File: config.mk
export PLATFORM = sky130hd
export DESIGN_NAME = tws_serial_port
export DESIGN_NICKNAME = d
export VERILOG_FILES = /design/src/tws_pkg.sv /design/src/tws_baud_gen.sv /design/src/tws_serial_port.sv
export SDC_FILE = /design/constraint.sdc
export NUM_CORES = 1
export LEC_CHECK = 0
export BUFFER_PORTS_ARGS = -buffer_cell sky130_fd_sc_hd__buf_2
export CAP_MARGIN = 40
export CORE_UTILIZATION = 40
export DETAILED_ROUTE_END_ITERATION = 7
export PLACE_DENSITY = 0.58
export SYNTH_ARGS = -nofsm -noshare
export SYNTH_HDL_FRONTEND = slang
export SYNTH_HIERARCHICAL = 1
export SYNTH_SLANG_ARGS = --single-unit
File: constraint.sdc
create_clock -name sys_clk_in -period 9.2 [get_ports sys_clk_in]
set_input_delay 0.92 -clock sys_clk_in [delete_from_list [all_inputs] [get_ports sys_clk_in]]
set_output_delay 0.92 -clock sys_clk_in [all_outputs]
set_load 0.01 [all_outputs]
File: src/tws_pkg.sv
// Shared constants and types for the three-wire synchronous serial port
package tws_pkg;

  // Register addresses
  localparam logic [15:0] TWS_ADDR_ASYNC_MODE = 16'hff70;
  localparam logic [15:0] TWS_ADDR_SYNC_MODE  = 16'hff72;
  localparam logic [15:0] TWS_ADDR_PRESCALE   = 16'hff73;

  // Reset values
  localparam logic [7:0] TWS_RST_ASYNC_MODE = 8'h00;
  localparam logic [7:0] TWS_RST_SYNC_MODE  = 8'h00;
  localparam logic [7:0] TWS_RST_PRESCALE   = 8'h00;

  // Writable bits; fixed-zero bits read back as zero
  localparam logic [7:0] TWS_MASK_ASYNC_MODE = 8'hfc;
  localparam logic [7:0] TWS_MASK_SYNC_MODE  = 8'hcf;
  localparam logic [7:0] TWS_MASK_PRESCALE   = 8'hf0;

  // Prescale select field position
  localparam int TWS_PRESCALE_SEL_LSB = 4;

  // Frame geometry: eight bits, sixteen serial clock edges
  localparam logic [3:0] TWS_FRAME_BITS  = 4'h8;
  localparam logic [4:0] TWS_LAST_EDGE   = 5'h0f;
  // Half period of the generated clock is 2 << select system clocks
  localparam logic [8:0] TWS_HALF_BASE   = 9'h002;

  // Synchronous mode register layout
  typedef struct packed {
    logic       enable;
    logic       slave_sel_use;
    logic [1:0] fixed_zero;
    logic       data_phase;
    logic       bit_order;
    logic       clock_source;
    logic       clock_polarity;
  } tws_mode_s;

  // Transfer state
  typedef enum logic {TWS_IDLE, TWS_XFER} tws_state_e;

endpackage : tws_pkg

File: src/tws_baud_gen.sv
// Prescaler that marks each half period of the generated serial clock
`timescale 1ns/1ps
`default_nettype none
module tws_baud_gen
  import tws_pkg::*;
(
  // Clock and reset
  input  wire logic       sys_clk_in,
  input  wire logic       reset_n_in,
  // Control
  input  wire logic       run_in,
  input  wire logic [2:0] sel_in,
  // Half period marker
  output logic            half_tick_out
);

  logic [7:0] cnt_q;
  logic [7:0] cnt_d;
  logic [8:0] span;

  // Count to 2^(sel+1) system clocks per half period
  always_comb begin
    span          = TWS_HALF_BASE << sel_in;
    half_tick_out = run_in && (cnt_q == 8'(span - 9'h001));
    if (!run_in || half_tick_out) begin
      cnt_d = 8'h00;
    end else begin
      cnt_d = cnt_q + 8'h01;
    end
  end

  // Counter register
  always_ff @(posedge sys_clk_in or negedge reset_n_in) begin
    if (!reset_n_in) begin
      cnt_q <= 8'h00;
    end else begin
      cnt_q <= cnt_d;
    end
  end

endmodule : tws_baud_gen
`default_nettype wire

File: src/tws_serial_port.sv
// Three-wire synchronous serial port: registers, shifter and pin control
//
// What this block does
// - Serial function runs only while the mode enable bit is set.
// - With select in use, slave transfers only while select low; output floats when high.
// - Select configurations ending high drive output high after last bit until select rises.
// - Data phase picks launch edge: 0 falling edge, 1 rising edge.
// - Bit order 0 shifts most significant bit first, 1 least significant first.
// - Clock source 0 takes pin clock as slave, 1 drives it as master.
// - Clock polarity 0 idles clock high, 1 idles clock low.
// - Prescale select codes 0 to 7 mark half periods at system clock over 2^(n+1).
// - Master serial clock is system clock divided by 2^(n+2).
// - Frames are eight bits, one bit each way per serial clock.
// - Shift on launch edge through output latch, capture input on other edge.
// - After eight bits shifting stops and completion interrupt is raised.
// - Outside transfers, except during that high hold, the data output keeps the last bit sent.
// - Reset clears sync mode, async mode and prescale registers.
// - Transmit write starts a transfer only if enabled and clock idle.
`timescale 1ns/1ps
`default_nettype none
module tws_serial_port
  import tws_pkg::*;
(
  // Clock and reset
  input  wire logic        sys_clk_in,
  input  wire logic        reset_n_in,
  // Register port
  input  wire logic [15:0] reg_addr_in,
  input  wire logic        reg_wr_in,
  input  wire logic        reg_rd_in,
  input  wire logic [7:0]  reg_wdata_in,
  output logic      [7:0]  reg_rdata_out,
  // Data port
  input  wire logic        tx_wr_in,
  input  wire logic [7:0]  tx_data_in,
  output logic      [7:0]  rx_data_out,
  output logic             busy_out,
  output logic             transfer_done_irq_out,
  // Serial pins
  input  wire logic        serial_clock_pin_in,
  output logic             serial_clock_pin_out,
  output logic             serial_clock_pin_oe_out,
  output logic             serial_data_out_pin_out,
  output logic             serial_data_out_pin_oe_out,
  input  wire logic        serial_data_in_pin_in,
  input  wire logic        slave_select_n_pin_in
);

  // Registers and their next values
  logic [7:0] async_q, async_d, sync_q, sync_d, presc_q, presc_d, rdata_q, rdata_d;
  tws_state_e state_q, state_d;
  logic [7:0] tx_q, tx_d, rx_q, rx_d, rxbuf_q, rxbuf_d;
  logic [4:0] edge_cnt_q, edge_cnt_d;
  logic [3:0] launch_cnt_q, launch_cnt_d, out_idx;
  logic       do_q, do_d, sck_q, sck_d, sck_prev_q, ss_prev_q, hold_q, hold_d, irq_q, irq_d;
  // Decoded control
  tws_mode_s  mode;
  logic       tick, master, idle_lvl, selected, launch_first, start;
  logic       edge_ev, new_lvl, launch_ev, sample_ev, done, ss_rise;

  // Pick a bit of a byte in the configured order
  function automatic logic pick_bit(input logic [7:0] d, input logic [2:0] i,
                                    input logic lsb_first);
    return lsb_first ? d[i] : d[3'h7 - i];
  endfunction : pick_bit

  // Master clock prescaler
  tws_baud_gen u_baud (
    .sys_clk_in    (sys_clk_in),
    .reset_n_in    (reset_n_in),
    .run_in        (state_q == TWS_XFER && master),
    .sel_in        (presc_q[TWS_PRESCALE_SEL_LSB +: 3]),
    .half_tick_out (tick)
  );

  // Mode decode and edge events
  always_comb begin
    mode         = tws_mode_s'(sync_q);
    master       = mode.clock_source;
    idle_lvl     = ~mode.clock_polarity;
    selected     = !mode.slave_sel_use || !slave_select_n_pin_in;
    launch_first = (mode.data_phase == mode.clock_polarity);
    ss_rise      = slave_select_n_pin_in && !ss_prev_q;
    start        = tx_wr_in && mode.enable && state_q == TWS_IDLE
                   && (master || serial_clock_pin_in == idle_lvl);
    if (master) begin
      edge_ev = tick && state_q == TWS_XFER;
      new_lvl = ~sck_q;
    end else begin
      edge_ev = state_q == TWS_XFER && selected && serial_clock_pin_in != sck_prev_q;
      new_lvl = serial_clock_pin_in;
    end
    launch_ev = edge_ev && (new_lvl == mode.data_phase);
    sample_ev = edge_ev && !launch_ev;
    done      = edge_ev && edge_cnt_q == TWS_LAST_EDGE;
    out_idx   = launch_first ? launch_cnt_q : launch_cnt_q + 4'h1;
  end

  // Register file writes and registered reads
  always_comb begin
    async_d = async_q;
    sync_d  = sync_q;
    presc_d = presc_q;
    rdata_d = rdata_q;
    if (reg_wr_in) begin
      unique case (reg_addr_in)
        TWS_ADDR_ASYNC_MODE: async_d = reg_wdata_in & TWS_MASK_ASYNC_MODE;
        TWS_ADDR_SYNC_MODE:  sync_d  = reg_wdata_in & TWS_MASK_SYNC_MODE;
        TWS_ADDR_PRESCALE:   presc_d = reg_wdata_in & TWS_MASK_PRESCALE;
        default:             ;
      endcase
    end
    if (reg_rd_in) begin
      unique case (reg_addr_in)
        TWS_ADDR_ASYNC_MODE: rdata_d = async_q;
        TWS_ADDR_SYNC_MODE:  rdata_d = sync_q;
        TWS_ADDR_PRESCALE:   rdata_d = presc_q;
        default:             rdata_d = 8'h00;
      endcase
    end
  end

  always_ff @(posedge sys_clk_in or negedge reset_n_in) begin
    if (!reset_n_in) begin
      async_q <= TWS_RST_ASYNC_MODE;
      sync_q  <= TWS_RST_SYNC_MODE;
      presc_q <= TWS_RST_PRESCALE;
      rdata_q <= 8'h00;
    end else begin
      async_q <= async_d;
      sync_q  <= sync_d;
      presc_q <= presc_d;
      rdata_q <= rdata_d;
    end
  end

  // Transfer sequencing and shifting
  always_comb begin
    state_d      = state_q;
    tx_d         = tx_q;
    rx_d         = rx_q;
    rxbuf_d      = rxbuf_q;
    edge_cnt_d   = edge_cnt_q;
    launch_cnt_d = launch_cnt_q;
    do_d         = do_q;
    sck_d        = sck_q;
    hold_d       = hold_q && !ss_rise;
    irq_d        = 1'b0;
    if (!mode.enable) begin
      state_d      = TWS_IDLE;
      edge_cnt_d   = 5'h00;
      launch_cnt_d = 4'h0;
      sck_d        = idle_lvl;
      hold_d       = 1'b0;
    end else if (state_q == TWS_IDLE) begin
      sck_d = idle_lvl;
      if (start) begin
        state_d      = TWS_XFER;
        tx_d         = tx_data_in;
        edge_cnt_d   = 5'h00;
        launch_cnt_d = 4'h0;
        hold_d       = 1'b0;
        if (!launch_first) begin
          do_d = pick_bit(tx_data_in, 3'h0, mode.bit_order);
        end
      end
    end else if (edge_ev) begin
      sck_d      = new_lvl;
      edge_cnt_d = edge_cnt_q + 5'h01;
      if (launch_ev) begin
        launch_cnt_d = launch_cnt_q + 4'h1;
        if (out_idx < TWS_FRAME_BITS) begin
          do_d = pick_bit(tx_q, out_idx[2:0], mode.bit_order);
        end
      end else begin
        rx_d = mode.bit_order ? {serial_data_in_pin_in, rx_q[7:1]}
                              : {rx_q[6:0], serial_data_in_pin_in};
      end
      if (done) begin
        state_d    = TWS_IDLE;
        edge_cnt_d = 5'h00;
        rxbuf_d    = rx_d;
        irq_d      = 1'b1;
        hold_d     = mode.slave_sel_use && !launch_first;
      end
    end
  end

  always_ff @(posedge sys_clk_in or negedge reset_n_in) begin
    if (!reset_n_in) begin
      state_q      <= TWS_IDLE;
      tx_q         <= 8'h00;
      rx_q         <= 8'h00;
      rxbuf_q      <= 8'h00;
      edge_cnt_q   <= 5'h00;
      launch_cnt_q <= 4'h0;
      do_q         <= 1'b0;
      sck_q        <= 1'b1;
      hold_q       <= 1'b0;
      irq_q        <= 1'b0;
      sck_prev_q   <= 1'b1;
      ss_prev_q    <= 1'b1;
    end else begin
      state_q      <= state_d;
      tx_q         <= tx_d;
      rx_q         <= rx_d;
      rxbuf_q      <= rxbuf_d;
      edge_cnt_q   <= edge_cnt_d;
      launch_cnt_q <= launch_cnt_d;
      do_q         <= do_d;
      sck_q        <= sck_d;
      hold_q       <= hold_d;
      irq_q        <= irq_d;
      sck_prev_q   <= serial_clock_pin_in;
      ss_prev_q    <= slave_select_n_pin_in;
    end
  end

  // Outputs
  assign reg_rdata_out              = rdata_q;
  assign rx_data_out                = rxbuf_q;
  assign busy_out                   = state_q == TWS_XFER;
  assign transfer_done_irq_out      = irq_q;
  assign serial_clock_pin_out       = sck_q;
  assign serial_clock_pin_oe_out    = mode.enable && master;
  assign serial_data_out_pin_out    = hold_q ? 1'b1 : do_q;
  assign serial_data_out_pin_oe_out = mode.enable && selected;

  // Helper: cycles since the last master half-period marker, and its expected span
  logic [8:0] gap_q;
  logic [8:0] span_chk;
  assign span_chk = TWS_HALF_BASE << presc_q[TWS_PRESCALE_SEL_LSB +: 3];
  always_ff @(posedge sys_clk_in or negedge reset_n_in) begin
    if (!reset_n_in) begin
      gap_q <= 9'h000;
    end else if (tick || state_q != TWS_XFER) begin
      gap_q <= 9'h000;
    end else begin
      gap_q <= gap_q + 9'h001;
    end
  end
endmodule : tws_serial_port
`default_nettype wire
Word-level counts from Yosys, hierarchy flattened

Index checks and enable logic that the tools add are counted.

Add/sub/neg operators: 5
$lt $le $gt $ge: 3
Equal/unequal tests: 16
Shift-type cells: 1
Multiplexer cells: 47
Bitwise operators: 3
Reductions and logical operators: 34

Operators by type and width:

| cell                 | count |
|---|---|
| $eq 16x16->1 const B | 3 |
| $mux 1               | 30 |
| $mux 5               | 5 |
| $mux 4               | 6 |
| $mux 8               | 3 |
| $pmux 8 s3           | 1 |
| $logic_and 1x1->1    | 15 |
| $reduce_and 3->1     | 3 |
| $add 8x1->8 const B  | 1 |
| $eq 8x8->1           | 1 |
| $lt 3x4->1 const B   | 2 |
| $reduce_and 2->1     | 4 |
| $shl 2x3->8 const A  | 1 |
| $sub 8x1->8 const B  | 1 |
| $bmux 1 s3           | 2 |
| $logic_not 1->1      | 6 |
| $ne 2x1->1 const B   | 3 |
| $ne 3x2->1 const B   | 2 |
| $reduce_and 6->1     | 1 |
| $add 5x1->5 const B  | 1 |
| $eq 5x4->1 const B   | 1 |
| $add 4x1->4 const B  | 1 |
| $lt 4x4->1 const B   | 1 |
| $reduce_and 4->1     | 1 |
| 8 further kinds      | 14 |

Bits in registers: 72
Input bits: 40
Output and inout bits: 22
Logic and storage cells: 126

Longest topological paths before layout

Gate-level depths: netlist of run 1.

Word-level depth: 11
Mapped depth: 16

Cells and area by module

The synthesis of run 1 kept the hierarchy.

By module, submodules not included:

| module          | times used | cells an instance | area an instance (um^2) |
|---|---|---|---|
| tws_serial_port | 1          | 303               | 3,340.7 |
| tws_baud_gen    | 1          | 60                | 583.1 |

Worst setup path after synthesis of run 1

No wires, ideal clock.

Kind: register to register
Start: register presc_q[6]
End: register rxbuf_q[0] (netlist: rx_data_out[0])
Arrival: 3,218 ps
Data required time: 9,075 ps
Setup slack: 5,857 ps
Cell stages (with the launch flop): 15
Path buffers: 3
Clock period less this slack: 3,343 ps
Path through: dfrtp_1 > buf_6 > or3_4 > ha_1 > buf_4 > xor2_1 > mux2_2 > a21oi_1 > nor4_1 > and2_1 > a22o_1 > nand4_2 > buf_2 > a21oi_1 > mux2_2

Word-level cells in the longest chain between the ends: 8
Elaborated cells between the ends (all ways): 10

Ends and longest elaborated chain:

| what                                                               | RTL line                                     | source |
|---|---|---|
| start: declaration                                                 | tws_serial_port.sv:50                        | `logic [7:0] async_q, async_d, sync_q, sync_d, presc_q, presc_d, rdata_q, rdata_d;` |
| start signal: assignment                                           | tws_serial_port.sv:132                       | `presc_q <= presc_d;` |
| $shl 2x3->8 (*)                                                    | n/a                                          |  |
| $sub 8x1->8 (*)                                                    | tws_baud_gen.sv:24                           | `half_tick_out = run_in && (cnt_q == 8'(span - 9'h001));` |
| $eq 8x8->1 (*)                                                     | tws_baud_gen.sv:24                           |  |
| $logic_and 1x1->1 (*)                                              | tws_baud_gen.sv:24                           |  |
| net tick                                                           | tws_serial_port.sv:58                        | `logic tick, master, idle_lvl, selected, launch_first, start;` |
| $logic_and 1x1->1 (*)                                              | tws_serial_port.sv:87                        | `edge_ev = tick && state_q == TWS_XFER;` |
| $mux 1 (*)                                                         | tws_serial_port.sv:86                        | `if (master) begin` |
| $logic_and 1x1->1 (on tied branches)                               | tws_serial_port.sv:95, tws_serial_port.sv:93 |  |
| $reduce_and 4->1 (no source line) / $mux 8 (equally long branches) | n/a                                          |  |
| end signal: assignment                                             | tws_serial_port.sv:207                       | `rxbuf_q <= rxbuf_d;` |
| end: declaration                                                   | tws_serial_port.sv:52                        | `logic [7:0] tx_q, tx_d, rx_q, rx_d, rxbuf_q, rxbuf_d;` |

Mark *: on every way through the listed nets, which the timed path passes. The rest lies on a longest branch.
A chain may end at the register's enable or synchronous reset.

Worst setup path in the final report of run 1

Start: register presc_q[6]
End: register do_q

Word-level cells in the longest chain between the ends: 9
Elaborated cells between the ends (all ways): 10

Ends and longest elaborated chain:

| what                                  | RTL line               | source |
|---|---|---|
| $shl 2x3->8 (*)                       | n/a                    |  |
| $sub 8x1->8 (*)                       | tws_baud_gen.sv:24     |  |
| $eq 8x8->1 (*)                        | tws_baud_gen.sv:24     |  |
| $logic_and 1x1->1 (*)                 | tws_baud_gen.sv:24     |  |
| net tick                              | tws_serial_port.sv:58  |  |
| $logic_and 1x1->1 (*)                 | tws_serial_port.sv:87  |  |
| $mux 1 (*)                            | tws_serial_port.sv:86  |  |
| $logic_and 1x1->1                     | tws_serial_port.sv:93  | `launch_ev = edge_ev && (new_lvl == mode.data_phase);` |
| $ne 2x1->1 (no source line)           | n/a                    |  |
| $reduce_and 6->1 (no source line) (*) | n/a                    |  |
| end signal: assignment                | tws_serial_port.sv:210 | `do_q <= do_d;` |
| end: declaration                      | tws_serial_port.sv:55  | `logic do_q, do_d, sck_q, sck_d, sck_prev_q, ss_prev_q, hold_q, hold_d, irq_q, irq_d;` |

Marks and branches as above.

==> results.json, run 1 <==
{
  "drt_iter0_drc": 98,
  "finClkSkew_ns": 0.00991,
  "yosysWarnings": 6,
  "hold_class": "flop to flop",
  "drive_above_1_share_pct": 32.8,
  "peakVddDrop_uv": 66.8,
  "worst_slew_pin_slew_ns": 0.829,
  "synth.cell_area_mm2": 0.00392,
  "cts.sinks": 72,
  "synth_fp_nets": 407,
  "wl_um": 8280,
  "synth.avg_cell_area_um2": 10.8,
  "vias_per_cell": 5.30,
  "antenna_found_initial": 0,
  "dieArea_mm2": 0.0102,
  "gp_routability_congestion": 0.759,
  "dp_hpwl_um": 6000,
  "clk_path_buf_depth": 2,
  "final_nets": 466,
  "grt_pass1_vias": 2861,
  "postCtsHoldBufs": 0,
  "grt_overflow": 0,
  "cts-root-buf": "clkbuf_8",
  "start_util_pct": 41.9,
  "place_area_mm2": 0.00434,
  "fp.dieH_um": 101,
  "n_antenna_cell": 0,
  "synth_cell_types": 49,
  "finalHoldViolCount": 0,
  "netlist_top_cells_count": "69 x dfrtp_1, 43 x mux2_2, 27 x a21oi_1",
  "clk_latency_ns": 0.36,
  "syn-instance-count": 363,
  "track_usage_pct": 17.9,
  "tns_ns": 0,
  "post-route-cell-area_mm2": 0.00455,
  "drtPass1Iterations": 4,
  "worstPathArrival_ns": 3.96,
  "post-cts-setup-buffer-count": 0,
  "p_leak_nw": 2.14,
  "synthTopCellsByArea": "dfrtp_1 44%, mux2_2 12%, mux2i_1 5.1%",
  "r2r_slack_ns": 5.52,
  "core_mm2": 0.00937,
  "slew_headroom_pct": 44.5,
  "path_max_fanout": 18,
  "post_cts_resized": 0,
  "tritoncts": "done",
  "grt_max_degree": 44,
  "worstSetupPathType": "flop to flop",
  "vias": 2945,
  "status": "finished clean",
  "port_buffers": 61,
  "clk_pin_slew_ns": 0.08,
  "endpoint_kind": "flop",
  "slew_violations": 0,
  "yosysSeqAreaShare_pct": 46.0,
  "yosysTopAreaCell": "dfrtp_1",
  "grt_pass1_wl_um": 14200,
  "rows": 35,
  "p_per_area_mw_per_mm2": 134,
  "setup.worst_path.start_class": "flop",
  "synth_top_area_share_pct": 44.0,
  "fmax_mhz": 271,
  "synth_flop_cell": "dfrtp_1",
  "ys_ff_latch": 72,
  "fin_crit_sh_pct": 40.0,
  "synthToLayoutAreaGrowth_pct": 15.8,
  "synth_edf_count": 0,
  "maxCapViolations": 0,
  "htreeDepth": 3,
  "fin_crit_ns": 3.68,
  "drc": 0,
  "wl_per_cell_um": 14.9,
  "yosys.cell_count.top_type": "dfrtp_1",
  "cts_buffers": 9,
  "rsz0062_at_grt": "no",
  "setup_viol_count_final": 0,
  "ios": 62,
  "postRouteAntennaNets": 0,
  "die_w_um": 101,
  "synthArstFlopShare_pct": 100,
  "worstPathRequired_ns": 9.47
}
## report_power, final
group          switching (mW)  internal (mW)
Combinational          0.0169         0.0119
Sequential            0.00187          0.319
Clock                   0.131          0.128
Total                   0.150          0.458
## worst paths after layout
kind / from / end / cells after the start
max: presc_q[6] / do_q / 12
min: edge_cnt_q[4] / edge_cnt_q[4] / 1
max reg2reg: presc_q[6] / do_q / 12
min reg2reg: edge_cnt_q[4] / edge_cnt_q[4] / 1
max in group asynchronous: reset_n_in / serial_clock_pin_out / 3
min in group asynchronous: reset_n_in / reg_rdata_out[5] / 2
## kinds of logic after synthesis
group                      count (synthesis)  synth area share (%)
AOI/OAI and AO/OA                         79                  13.4
xor gates and xnor gates                  18                  4.02
adders and majority gates                  4                  1.28
buffers and inverters                     32                  3.67
DFF                                       72                  46.0
muxes                                     63                  17.4
and+or+nand+nor                           95                  14.2
## per-layer routing
layer / up-vias / track usage (%) / part of all wire, % / routed length [µm]
li1: 1434 / - / - / -
met1: 1437 / 25.2 / 49 / 4080
met2: 66 / 27.1 / 46 / 3810
met3: 8 / 4.30 / 4.0 / 335
met4: 0 / 5.46 / 0.68 / 56
met5: - / 0 / 0 / 0
## metrics by stage
| step | utilization (%) | hold slack [ns] | setup slack [ns] | power [mW] | instances |
|---|---|---|---|---|---|
| 2_1_floorplan | - | 0.464 | 5.86 | 0.336 | 363 |
| 3_3_place_gp | 46.0 | 0.482 | 5.69 | 0.355 | 538 |
| 3_5_place_dp | 46.3 | 0.491 | 5.56 | 0.356 | 540 |
| 4_1_cts | 48.5 | 0.508 | 5.52 | 0.619 | 556 |
| 5_1_grt | 48.5 | 0.523 | 5.13 | 0.635 | 556 |
| 6_report | 48.5 | 0.506 | 5.52 | 0.609 | 556 |
## final cells by class
cell class	instances	area [µm²]
fillers	887	4830
multi-input cells	259	1970
flip-flops and latches	72	1810
repair buffers	64	340
well taps	129	161
clock buffers	9	124
clock inverters	7	80.1
inverters	16	60.1
## worst max-delay path, stage by stage, from the launching register on
cell and delay [ns]:
dfrtp_1 0.48, or3_4 0.44, ha_1 0.30, nor4b_1 0.36, a211oi_2 0.08, xnor2_1 0.19, nor4_1 0.25, and2_1 0.18
a22o_1 0.22, nand4_2 0.41, o32ai_2 0.42, o21ai_0 0.13, o22ai_1 0.15
## layout by cell type (no fill, tap or decap), types with 5 or more instances in the layout
cell type / instances
clkbuf_8: 9
xnor2_1: 6
nor3_1: 5
dfrtp_1: 69
inv_1: 16
mux2i_1: 20
nand2_1: 10
o21ai_0: 17
nor2b_1: 5
nand3_1: 12
mux2_2: 43
o22ai_1: 6
buf_2: 61
a211oi_1: 10
a22o_1: 5
nor2_1: 25
xor2_1: 12
a21oi_1: 27
and2_1: 6
nand4_1: 6
## state kept, by name (all words and copies together), names as in the netlist
register               flops
sck_prev_q                 1
edge_cnt_q                 5
reg_rdata_out              8
rx_q                       8
async_q                    6
transfer_done_irq_out      1
ss_prev_q                  1
rx_data_out                8
launch_cnt_q               4
tx_q                       8
hold_q                     1
u_baud/cnt_q               8
serial_clock_pin_out       1
busy_out                   1
mode                       6
presc_q                    4
do_q                       1
No activity file was read; power rests on OpenSTA's default activity.
==> inputs of run 2 (changes only) <==
==> constraint.sdc (replaced) <==
create_clock -name sys_clk_in -period 3.8 [get_ports sys_clk_in]
set_input_delay 0.38 -clock sys_clk_in [delete_from_list [all_inputs] [get_ports sys_clk_in]]
set_output_delay 0.38 -clock sys_clk_in [all_outputs]
set_load 0.01 [all_outputs]
==> results.json, run 2 (synthesis results as in run 1) <==
{
  "hold_class": "primary input to flop",
  "gp_routability_congestion": 0.766,
  "crit_family": "compound AO/OA/AOI/OAI gates",
  "finalHoldViolCount": 0,
  "fp.dieH_um": 101,
  "wl_um": 8200,
  "worst_slew_pin_slew_ns": 0.800,
  "power_frac_seq_pct": 51.5,
  "ios": 62,
  "drtPass1Iterations": 4,
  "power.switching_uw": 340,
  "dp_hpwl_um": 5990,
  "start_util_pct": 41.9,
  "rr_worst_depth": 11,
  "grt_overflow": 0,
  "power_frac_clock_pct": 43.9,
  "timing.rr.start": "presc_q[6]",
  "startpoint": "presc_q[6]",
  "finClkSkew_ns": 0.0126,
  "slowest_delay_ns": 0.50,
  "grt_pass1_vias": 2834,
  "path_max_fanout": 10,
  "port_buffers": 61,
  "critPathMostFrequentCell": "mux2_2",
  "endpoint_kind": "flop",
  "core_mm2": 0.00937,
  "antenna_found_initial": 0,
  "cts-root-buf": "clkbuf_8",
  "whs_endpoint": "ss_prev_q",
  "worstSetupPathType": "flop to flop",
  "crit_buf_inv": 0,
  "vias": 2945,
  "fill_cells": 903,
  "regArea_mm2": 0.00181,
  "tritoncts": "done",
  "cts.sinks": 72,
  "drc": 0,
  "most-common-layout-cells": "69 x dfrtp_1, 61 x buf_2, 43 x mux2_2",
  "fin_crit_sh_pct": 94.5,
  "status": "finished clean",
  "place_ws_ns": 0.151,
  "worstPathArrival_ns": 3.83,
  "p_int_mw": 1.17,
  "track_usage_pct": 17.6,
  "n_antenna_cell": 0,
  "r2r_slack_ns": 0.21,
  "synthToLayoutAreaGrowth_pct": 16.5,
  "grt_max_degree": 39,
  "fmax_mhz": 278,
  "cpMaxStageDelayCell": "dfrtp_1",
  "clk_path_buf_depth": 2,
  "final_cell_count_no_fill": 558,
  "setup_ws_ns": 0.207,
  "final_nets": 468,
  "htreeDepth": 3,
  "pwr-share-comb_pct": 4.7,
  "min_from": "slave_select_n_pin_in",
  "die_w_um": 101,
  "drt_iter0_drc": 129,
  "drive_above_1_share_pct": 33.1,
  "dieArea_mm2": 0.0102,
  "postRouteAntennaNets": 0,
  "whs_path_depth": 1,
  "peakVddDrop_uv": 180,
  "rows": 35,
  "p_per_area_mw_per_mm2": 330,
  "crit_path_cell_trace": "or3_4 -> ha_1 -> xor2_1 -> mux2_2 -> a21oi_1 -> nor4_1 -> and2_1 -> a22oi_1 -> o211a_1 -> nor2_1 -> mux2_2",
  "grt_pass1_wl_um": 13800,
  "p_leak_nw": 2.16,
  "setup_viol_count_final": 0,
  "tns_ns": 0,
  "layout_commonest_cell": "dfrtp_1",
  "rsz0062_at_grt": "yes",
  "slew_headroom_pct": 46.3,
  "swShare_pct": 22.6,
  "wl_per_cell_um": 14.7,
  "setup.worst_path.start_class": "flop",
  "cts_buffers": 9,
  "maxCapViolations": 0,
  "clk_latency_ns": 0.36,
  "vias_per_cell": 5.28,
  "multi_input_area_mm2": 0.00199,
  "fin_crit_ns": 3.59,
  "worstPathRequired_ns": 4.04,
  "clk_pin_slew_ns": 0.08,
  "dp.cells": 541,
  "slew_violations": 0,
  "timing.rr.end": "edge_cnt_q[0]"
}
run 2: cell types whose count changed in the layout (fill, tap and decap cells not counted), sizes merged:
cell         change
clkinvlp         -2
buf              +1
dlygate4sd3      +1
bufinv           +1
clkbuf           +1
inv              -2
clkinv           +2
run 2: what timing repair did:
action | CTS | global route
setup buffers | 0 | 0
hold buffers | 1 | 0
setup endpoints to repair | 0 | 22
gates resized for setup | 0 | 3
hold endpoints to repair | 13 | 0
run 2: worst register-to-register path, delay by kind of cell, from the launching register on:
kind	cells	cell delay, ns
DFF	1	0.50
adders and majority gates	1	0.30
xor gates and xnor gates	1	0.24
muxes	2	0.63
and+or+nand+nor	4	0.84
AOI/OAI and AO/OA	3	0.98
run 2: cell type report:
| class | instances | share of cell area (%) |
|---|---|---|
| Clock buffer | 10 | 2.79 |
| Tap cell | 129 | 3.53 |
| Multi-Input combinational cell | 259 | 43.5 |
| Clock inverter | 6 | 1.83 |
| Timing Repair Buffer | 66 | 7.56 |
| Inverter | 16 | 1.31 |
| Sequential cell | 72 | 39.5 |
run 2: power by group through the flow:
stage | clock, mW | sequential (mW) | combinational, mW
after floorplan | 0 | 0.790 | 0.0236
after global placement | 0 | 0.791 | 0.0694
after detailed placement | 0 | 0.791 | 0.0708
after CTS | 0.678 | 0.776 | 0.0718
after global routing | 0.714 | 0.777 | 0.0790
final | 0.661 | 0.776 | 0.0702
run 2: layer usage:
| metal | share of wire, % | up-vias | global-route usage, % |
|---|---|---|---|
| met5 | 0 | - | 0 |
| met1 | 49 | 1434 | 24.7 |
| met2 | 45 | 57 | 26.9 |
| met4 | 1.3 | 0 | 5.46 |
| li1 | - | 1444 | - |
| met3 | 4.2 | 10 | 4.23 |
run 2: how the worst max path moves through the flow:
stage               slack (ns)        endpoint  depth (start not counted)
floorplan                 0.46  rx_data_out[0]                         14
global placement          0.31            do_q                         12
detailed placement        0.15            do_q                         12
CTS                       0.13            do_q                         12
global route             -0.06            do_q                         12
finish                    0.21   edge_cnt_q[0]                         11
run 2: metrics by stage:
stage / area (µm²) / utilization [%] / power [mW] / hold WS (ns)
after global placement: 4340 / 46.3 / 0.860 / 0.312
after global routing: 4570 / 48.8 / 1.57 / 0.142
after CTS: 4560 / 48.6 / 1.53 / 0.154
final: 4570 / 48.8 / 1.51 / 0.165
after floorplan: 3920 / - / 0.813 / 0.0844
after detailed placement: 4340 / 46.3 / 0.862 / 0.314
